### config.mk
export PLATFORM = sky130hd
export DESIGN_NAME = stsr_responder
export DESIGN_NICKNAME = d
export VERILOG_FILES = /design/src/logic/stsr_pkg.sv /design/src/logic/stsr_byte_gen.sv /design/src/logic/stsr_responder.sv
export SDC_FILE = /design/constraint.sdc
export NUM_CORES = 1
export LEC_CHECK = 0
export BUFFER_PORTS_ARGS = -buffer_cell sky130_fd_sc_hd__buf_4
export CORE_ASPECT_RATIO = 0.6
export CORE_MARGIN = 4
export CORE_UTILIZATION = 50
export DETAILED_ROUTE_END_ITERATION = 10
export GPL_ROUTABILITY_DRIVEN = 0
export PLACE_DENSITY = 0.72
export SYNTH_ARGS = -nofsm -noshare
export SYNTH_HDL_FRONTEND = slang
export SYNTH_SLANG_ARGS = --single-unit
### constraint.sdc
create_clock -name sys_clk -period 5.9 [get_ports sys_clk]
set_clock_uncertainty 0.2 [all_clocks]
set_input_delay 0.295 -clock sys_clk [delete_from_list [all_inputs] [get_ports sys_clk]]
set_output_delay 0.295 -clock sys_clk [all_outputs]
set_load 0.05 [all_outputs]
### src/logic/stsr_pkg.sv
// Package with constants for the health-monitoring sector responder
package stsr_pkg;
    // =====================================================================
    // Task-file command decode values
    localparam logic [7:0] CMD_HEALTH    = 8'hb0;
    localparam logic [7:0] CYL_HI_KEY    = 8'hc2;
    localparam logic [7:0] CYL_LO_KEY    = 8'h4f;
    localparam logic [7:0] FEAT_THRESH   = 8'hd1;
    localparam logic [7:0] FEAT_DATA     = 8'hd0;
    // =====================================================================
    // Sector layout
    localparam int         SECTOR_BYTES  = 512;
    localparam logic [8:0] LAST_BYTE     = 9'h1ff;
    localparam logic [8:0] ENTRY_FIRST   = 9'h002;
    localparam logic [8:0] ENTRY_END     = 9'h16a;
    localparam logic [3:0] ENTRY_BYTES   = 4'hc;
    localparam logic [15:0] VERSION_WORD = 16'h0100;
    localparam logic [7:0] CUR_VALUE     = 8'h64;
    localparam logic [7:0] WORST_VALUE   = 8'h64;
    localparam logic [7:0] THRESH_VALUE  = 8'h00;
    localparam int         ATTR_COUNT    = 12;
    localparam logic [7:0] PWR_CYCLE_ID  = 8'h0c;
    // Attribute identifiers in entry order
    localparam logic [7:0] ATTR_IDS [ATTR_COUNT] = '{8'h01, 8'h02, 8'h05, 8'h07, 8'h08, 8'h0c,
                                                     8'hc3, 8'hc4, 8'hc5, 8'hc6, 8'hc7, 8'hc8};
    // =====================================================================
    // Responder states
    typedef enum logic [1:0] {
        ST_IDLE = 2'b00,
        ST_SEND = 2'b01,
        ST_SUM  = 2'b10
    } stsr_state_e;
endpackage

### src/logic/stsr_byte_gen.sv
// Byte generator for one sector of threshold or attribute data
`timescale 1ns/1ns
module stsr_byte_gen (
    // Selection
    input  wire logic        thresh_sel,
    input  wire logic [8:0]  byte_idx,
    // Counter snapshot
    input  wire logic [31:0] pwr_cycles,
    // Generated byte
    output logic [7:0]       byte_val
);
    // =====================================================================
    // Entry position decode
    wire        in_entries = (byte_idx >= stsr_pkg::ENTRY_FIRST) && (byte_idx < stsr_pkg::ENTRY_END);
    wire [8:0]  rel        = byte_idx - stsr_pkg::ENTRY_FIRST;
    wire [4:0]  entry_no   = 5'(rel / 9'(stsr_pkg::ENTRY_BYTES));
    wire [3:0]  entry_off  = 4'(rel % 9'(stsr_pkg::ENTRY_BYTES));
    wire        entry_used = entry_no < 5'(stsr_pkg::ATTR_COUNT);
    wire [7:0]  attr_id    = entry_used ? stsr_pkg::ATTR_IDS[entry_no[3:0]] : 8'h00;
    wire [31:0] raw        = (attr_id == stsr_pkg::PWR_CYCLE_ID) ? pwr_cycles : 32'h0;

    // Threshold entry: id then zero threshold, rest reserved
    wire [7:0] thr_b = (entry_off == 4'h0) ? attr_id : stsr_pkg::THRESH_VALUE;

    // Attribute entry: id, zero flags, value, worst, raw LSB first
    logic [7:0] att_b;
    always_comb begin
        unique case (entry_off)
            4'h0:    att_b = attr_id;
            4'h3:    att_b = stsr_pkg::CUR_VALUE;
            4'h4:    att_b = stsr_pkg::WORST_VALUE;
            4'h5:    att_b = raw[7:0];
            4'h6:    att_b = raw[15:8];
            4'h7:    att_b = raw[23:16];
            4'h8:    att_b = raw[31:24];
            default: att_b = 8'h00;
        endcase
    end

    // Sector byte select; tail bytes zero, checksum added by caller
    wire [7:0] ent_b = !entry_used ? 8'h00 : (thresh_sel ? thr_b : att_b);
    assign byte_val = (byte_idx == 9'h000) ? stsr_pkg::VERSION_WORD[7:0] :
                      (byte_idx == 9'h001) ? stsr_pkg::VERSION_WORD[15:8] :
                      in_entries           ? ent_b : 8'h00;
endmodule

### src/logic/stsr_responder.sv
// Top of the health-monitoring sector responder
// =========================================================================
// What this block does
// - Decode B0h, C2h/4Fh cylinder, feature D1h or D0h
// - Send exactly one sector per request
// - Version 0100h, 30 entries, zero tail, checksum
// - Threshold entry: id, zero threshold, reserved
// - Attribute entry: id, zero flags, value 64h
// - Worst value byte fixed at 64h
// - Raw value LSB first, power cycles only
// - Twelve attributes, each in own entry
`timescale 1ns/1ns
module stsr_responder #(
    parameter int CNT_W = 32
) (
    // Clock and reset
    input  wire logic        sys_clk,
    input  wire logic        sys_rst,
    // Task-file command strobe and registers
    input  wire logic        cmd_valid,
    input  wire logic [7:0]  cmd_code,
    input  wire logic [7:0]  cyl_hi,
    input  wire logic [7:0]  cyl_lo,
    input  wire logic [7:0]  features,
    // Live power-cycle count
    input  wire logic [CNT_W-1:0] pwr_cycles,
    // Status
    output logic             busy,
    output logic             done,
    output logic             cmd_reject,
    // Data stream to host
    output logic             data_valid,
    input  wire logic        data_ready,
    output logic [7:0]       data_byte,
    output logic             data_last
);
    // =====================================================================
    // Parameter check
    if (CNT_W < 1 || CNT_W > 32) begin : g_bad_width
        $error("pwr_cycles width must be 1 to 32");
    end

    // =====================================================================
    // Command decode
    wire is_health = cmd_valid && (cmd_code == stsr_pkg::CMD_HEALTH)
                     && (cyl_hi == stsr_pkg::CYL_HI_KEY) && (cyl_lo == stsr_pkg::CYL_LO_KEY);
    wire go_thr    = is_health && (features == stsr_pkg::FEAT_THRESH);
    wire go_dat    = is_health && (features == stsr_pkg::FEAT_DATA);

    stsr_pkg::stsr_state_e state_q, state_d;
    logic [8:0]  idx_q;
    logic        sel_q;
    logic [7:0]  sum_q;
    logic [7:0]  byte_q;
    logic        last_q;
    logic        done_q;
    logic        rej_q;
    logic [7:0]  gen_b;
    logic [31:0] pc_q;

    // =====================================================================
    // Byte generator
    stsr_byte_gen u_gen (
        .thresh_sel (sel_q),
        .byte_idx   (idx_q),
        .pwr_cycles (pc_q),
        .byte_val   (gen_b)
    );

    wire idle   = (state_q == stsr_pkg::ST_IDLE);
    wire take   = data_valid && data_ready;
    wire at_end = (idx_q == stsr_pkg::LAST_BYTE);
    // Checksum byte is two's complement of the running sum
    wire [7:0] csum = 8'(8'h00 - sum_q);

    // Next state
    always_comb begin
        state_d = state_q;
        unique case (state_q)
            stsr_pkg::ST_IDLE: if (go_thr || go_dat) state_d = stsr_pkg::ST_SEND;
            stsr_pkg::ST_SEND: if (take && idx_q == 9'(stsr_pkg::LAST_BYTE - 9'h001)) state_d = stsr_pkg::ST_SUM;
            stsr_pkg::ST_SUM:  if (take) state_d = stsr_pkg::ST_IDLE;
            default:           state_d = stsr_pkg::ST_IDLE;
        endcase
    end

    // State and index
    always_ff @(posedge sys_clk or posedge sys_rst) begin
        if (sys_rst) begin
            state_q <= stsr_pkg::ST_IDLE;
            idx_q   <= 9'h000;
            sel_q   <= 1'b0;
        end else begin
            state_q <= state_d;
            if (idle) begin
                idx_q <= 9'h000;
                sel_q <= go_thr;
            end else if (take && !at_end) begin
                idx_q <= idx_q + 9'h001;
            end
        end
    end

    // Count snapshot at command start, so raw bytes cannot tear
    always_ff @(posedge sys_clk or posedge sys_rst) begin
        if (sys_rst) begin
            pc_q <= 32'h00000000;
        end else if (idle) begin
            pc_q <= 32'(pwr_cycles);
        end
    end

    // Running sum over bytes 0..510
    always_ff @(posedge sys_clk or posedge sys_rst) begin
        if (sys_rst) begin
            sum_q <= 8'h00;
        end else if (idle) begin
            sum_q <= 8'h00;
        end else if (take && !at_end) begin
            sum_q <= sum_q + data_byte;
        end
    end

    // Registered data byte and last flag
    always_ff @(posedge sys_clk or posedge sys_rst) begin
        if (sys_rst) begin
            byte_q <= 8'h00;
            last_q <= 1'b0;
        end else begin
            byte_q <= (state_q == stsr_pkg::ST_SUM) ? csum : gen_b;
            last_q <= (state_q == stsr_pkg::ST_SUM);
        end
    end

    // Completion and reject pulses
    always_ff @(posedge sys_clk or posedge sys_rst) begin
        if (sys_rst) begin
            done_q <= 1'b0;
            rej_q  <= 1'b0;
        end else begin
            done_q <= (state_q == stsr_pkg::ST_SUM) && take;
            rej_q  <= cmd_valid && !idle;
        end
    end

    // Valid set on the same edge that registers the byte at each new index
    logic vld_q;
    always_ff @(posedge sys_clk or posedge sys_rst) begin
        if (sys_rst) begin
            vld_q <= 1'b0;
        end else begin
            vld_q <= !idle && !take && (state_d != stsr_pkg::ST_IDLE);
        end
    end

    // =====================================================================
    // Outputs
    assign data_valid = vld_q;
    assign data_byte  = byte_q;
    assign data_last  = last_q;
    assign busy       = !idle;
    assign done       = done_q;
    assign cmd_reject = rej_q;

    // =====================================================================
    // Checks
    logic [9:0] cnt_q;
    logic [7:0] chk_q;
    always_ff @(posedge sys_clk or posedge sys_rst) begin
        if (sys_rst) begin
            cnt_q <= 10'h000;
            chk_q <= 8'h00;
        end else if (idle) begin
            cnt_q <= 10'h000;
            chk_q <= 8'h00;
        end else if (take) begin
            cnt_q <= cnt_q + 10'h001;
            chk_q <= chk_q + data_byte;
        end
    end
endmodule

# Word-level counts from Yosys, hierarchy flattened
# Memory sizes are Yosys's and may differ from the RTL's.
# Index checks and enable logic that the tools add are counted.
# totals
regBits	64
rom_bits	128
input_bits	68
output_inout_bits	13
elab_cells	82
mem_count	1
# memory_table
memory	depth	width	read_ports	rd_ports_with_merged_regs	wr	line_no	source
(no name shown)	16	8	1	0	0	stsr_byte_gen.sv:19	wire [7:0] attr_id = entry_used ? stsr_pkg::ATTR_IDS[entry_no[3:0]] : 8'h00;
# classes
add_sub_neg	4
div_mod_pow	2
n_lt_le_gt_ge	4
n_eq_ne	17
n_mux	20
bitwise_logic	1
reduce_logical	23
# op_table
cell	n
$mux 8	12
$pmux 8 s6	1
$eq 8x8->1 const B	4
$mux 32	1
$eq 9x9->1 const B	2
$mux 9	2
$eq 4x3->1 const B	4
$logic_and 1x1->1	13
$add 9x1->9 const B	1
$div 9x4->9 const B	1
$eq 9x1->1 const B	1
$ge 9x2->1 const B	1
$logic_not 9->1	1
$lt 9x9->1 const B	1
$mod 9x4->9 const B	1
$sub 9x2->9 const B	1
$add 8x8->8	1
$eq 8x4->1 const B	1
$eq 8x7->1 const B	1
$sub 1x8->8 const A	1
$mux 2	3
$pmux 2 s3	1
$ge 5x5->1 const B	1
$lt 5x4->1 const B	1
other kinds (11)	14

# Longest topological paths before layout
# logic_depth
depth_word	16
ltp_mapped	19
depth_no_buf	16

# Hierarchy
# From an unflattened synthesis, not the netlist that was laid out.
# unflattened
cells_unflattened	560
area_unflattened_um2	4578.1
# modules_own_cells
mod	instances	cells_per_inst	area_each_um2	seq_area_each_um2
stsr_responder	1	322	3002.9	1601.5
stsr_byte_gen	1	238	1575.3	0.0

# Worst setup path after synthesis
# OpenSTA, ideal clock, no wires.
# synth_path
path_type	reg-to-reg
from	register idx_q[1]
to	register byte_q[3] (netlist: data_byte[3])
setup_time_ns	0.065
arrival_time_ns	4.031
required_ns	5.635
slack_ns	1.604
path_stages_with_launch	19
n_path_buf	3
synth_period_minus_slack_ns	4.296
path_cell_list	dfrtp_1 -> clkbuf_1 -> inv_1 -> ha_1 -> nand2b_1 -> clkbuf_1 -> o21a_1 -> clkbuf_1 -> nor2_1 -> a32oi_2 -> o2111ai_4 -> o211ai_4 -> inv_4 -> ha_1 -> nor3_1 -> and4_1 -> and2_1 -> a221o_1 -> a22o_1
# synth_between
elab_chain_cells	16
word_cells_on_any_way	32
classes_between	add/sub: 1; div: 2; order compare: 3; eq/ne: 8; mux: 12; bitwise: 1; reduce/logical: 4; memory: 1
# synth_rtl
item	line_no	source
start, declared	stsr_responder.sv:51	logic [8:0] idx_q;
start signal, assigned	stsr_responder.sv:99	idx_q <= idx_q + 9'h001;
$sub 9x2->9	stsr_byte_gen.sv:15	wire [8:0] rel = byte_idx - stsr_pkg::ENTRY_FIRST;
$div 9x4->9	stsr_byte_gen.sv:16	wire [4:0] entry_no = 5'(rel / 9'(stsr_pkg::ENTRY_BYTES));
$not 4->5 (not written as such)	stsr_byte_gen.sv:19	
$mem_v2 16x8	--	
$mux 8 (not written as such) (2 in series)	stsr_byte_gen.sv:19	
$mux 8	stsr_byte_gen.sv:19	
$eq 8x4->1	stsr_byte_gen.sv:20	wire [31:0] raw = (attr_id == stsr_pkg::PWR_CYCLE_ID) ? pwr_cycles : 32'h0;
$mux 32	stsr_byte_gen.sv:20	
$pmux 8 s6	stsr_byte_gen.sv:28	unique case (entry_off)
$mux 8 (2 in series)	stsr_byte_gen.sv:41	wire [7:0] ent_b = !entry_used ? 8'h00 : (thresh_sel ? thr_b : att_b);
$mux 8	stsr_byte_gen.sv:44	in_entries ? ent_b : 8'h00;
$mux 8	stsr_byte_gen.sv:43	(byte_idx == 9'h001) ? stsr_pkg::VERSION_WORD[15:8] :
$mux 8 (*)	stsr_byte_gen.sv:42	assign byte_val = (byte_idx == 9'h000) ? stsr_pkg::VERSION_WORD[7:0] :
$mux 8 (*)	stsr_responder.sv:130	byte_q <= (state_q == stsr_pkg::ST_SUM) ? csum : gen_b;
end signal, assigned	stsr_responder.sv:130	
end, declared	stsr_responder.sv:54	logic [7:0] byte_q;
# Every way passes the cells marked *; elsewhere a longest branch is shown, timed or not. The select of a mux whose other input is x is not followed.
# A chain may end at the register's enable or synchronous reset.

# Final worst setup path
# Same ends and word-level chain as after synthesis.

==> metrics.txt <==
final WL=16.1 mm; clk slew on worst S/H paths=0.06 ns; #FFs+latches synth=64; Synth top cells by count=64 x dfrtp_1, 54 x nand2_1, 38 x nor2_1; Core ar.=9950 um2; Final setup viols=0; synth warn=0; total number of vias=5,167; Rows=28; Antenna Nets Post-Route=0; drt pass-1 iters=7; RSZ-0062 raised after global routing=no; top cells by area, synth=dfrtp_1 31%, mux2_2 7.0%, ha_1 5.1%, nand2_1 3.9%, xnor2_1 3.2%; I/O Pins=81; Setup crit end kind=flip-flop; Top cell by count, worst path=ha_1; total of max-cap violations=0; Max clock buf depth=2; Yosys top cell area share=31.1%; slew margin rel.=29.8%; Final TNS setup=0 ns; nets=744; sequential share of the synthesized area=31.1%; total CTS buffers=9; Worst Path Arrival=5.25 ns; Post-synth ARST share=100%; CTS tree=built; syn_area_per_cell=9.02 um2; initial antenna violation count=0; Cells after Synth=570; Die Wd=139 um; Starting DRT DRC Count=696; vias per cell=6.51; worst hold-check path type=input port to asynchronous set/reset pin; fill count=814; CP Launch Type=flip-flop; total die area=12,000 um2; # diodes=0; first-pass GRT wire length=25.5 mm; Max Freq=0.193 GHz; fin crit share=87.9%; Setup WS pre-CTS=0.908 ns; CP max stage delay=0.66 ns; hpwl dp=11.8 mm; Die H=86.6 um; routed len/inst=20.3 um; Total GRT Usage=26.4%; post-synthesis cell area=5140 um2; Final min period=5.19 ns; DRC=0; top-count cell post-synth=dfrtp_1; PortBufs=80; Root Driver=clkbuf_16; global route overflow=0; final hold vios=0; status=finished, final reports clean; largest net degree at the start of global routing=65; Yosys top cell by area=dfrtp_1; Worst Tran Pin Value=1.05 ns; Starting Density=51.7%; CP Class=flip-flop to flip-flop; share of layout cells above drive strength 1=25.0%; CTS Sinks=64; worst path bufs/invs=2; max-slew violations=0; critical path's top delay family=compound AO/OA/AOI/OAI gates; postcts setup bufs=0; Power Density=196 nW/um2; FF-to-FF path depth=15; Crit path depth=15; Cell variety after synth=91; H-tree Lvls=3; final setup margin=0.714 ns; worst-path maximum fanout=17; Hold WS=0.00375 ns; Post-synth EDFFs=0; vias in the first global route=4,815; Max rail drop VDD=160 uV; clk_lat worst skew=0.33 ns; CP max-delay cell=dfrtp_1; worst path required time=5.96 ns; reg2reg setup slack=0.71 ns; leakage power=2.77 nW; area delta synth->final=24.3%; Post-synth top flop=dfrtp_1; post-synth net total=660; critical-path cell list=inv_1 > ha_1 > or3b_2 > a2bb2oi_1 > a211oi_1 > o21ai_0 > o2111ai_4 > o211ai_4 > inv_4 > ha_1 > nor3_1 > and4_1 > and2_1 > a221o_1 > a22o_1
[worst min-delay path, stage by stage]
cell and delay, ns:
buf_4 0.11, inv_2 0.03, buf_4 0.62
[state kept, by name (all words and copies together) (netlist names)]
register	flops
done	1
idx_q	9
cmd_reject	1
sel_q	1
data_last	1
sum_q	8
data_valid	1
pc_q	32
data_byte	8
state_q	2
[repair_timing]
action                                 4_1_cts  5_1_grt
setup endpoints to repair                    0        0
endpoints found under the hold margin       24        0
gates resized for setup                      0        0
hold buffers                                24        0
[worst paths after layout]
| kind | startpoint | end |
|---|---|---|
| worst min-delay path | sys_rst | sum_q[6] |
| max in group asynchronous | sys_rst | pc_q[14] |
| worst min register to register | pc_q[20] | pc_q[20] |
| worst max-delay path | idx_q[1] | data_byte[3] |
| worst max register to register | idx_q[1] | data_byte[3] |
| min in group sys_clk | pwr_cycles[18] | pc_q[18] |
[metal layers]
metal	up-vias	part of all wire (%)	GRT usage, %
met2	320	40	35.9
met5	-	0	0
li1	2340	-	-
met4	0	1.4	5.24
met1	2466	47	40.5
met3	41	12	8.82
[where the power goes]
group | internal (mW) | total, mW | switching (mW)
Sequential | 0.464 | 0.480 | 0.0156
Combinational | 0.0754 | 0.140 | 0.0642
Clock | 0.435 | 0.634 | 0.199
Total | 0.974 | 1.25 | 0.279
[kinds of logic after synthesis]
| group | after synthesis | share of synthesized area [%] |
|---|---|---|
| mux | 34 | 7.39 |
| compound gates | 171 | 26.9 |
| flops | 64 | 31.1 |
| simple gates | 194 | 20.2 |
| xor+xnor | 23 | 3.92 |
| fa+ha+maj | 22 | 5.50 |
| buf+inv | 62 | 4.99 |
[layout by cell type, fill, tap and decap left out, types with 12 or more instances in the layout]
cell           instances
nor2_1                37
xnor2_1               19
nor3_1                17
o21ai_0               19
or3_1                 12
inv_1                 20
nand3_1               15
buf_4                 84
ha_1                  21
nand2_1               54
dfrtp_1               64
mux2_2                32
dlygate4sd3_1         24
a21oi_1               31
[area by class of cell]
cell class | instances | area (um2) | area share, %
well taps | 135 | 169 | 2.64
clock buffers | 11 | 253 | 3.95
repair buffers | 108 | 871 | 13.6
multi-input cells | 444 | 3290 | 51.5
inverters | 27 | 104 | 1.62
clock inverters | 5 | 103 | 1.60
flip-flops and latches | 64 | 1600 | 25.0
[per-stage QoR]
step	util, %	area, um2	power, mW	instances
floorplan	-	5140	0.552	570
global placement	58.3	5800	0.608	754
detailed placement	58.3	5800	0.613	754
CTS	64.3	6390	1.26	794
global route	64.3	6390	1.29	794
finish	64.3	6390	1.25	794
Note: power is estimated with default switching activity, not from simulation.
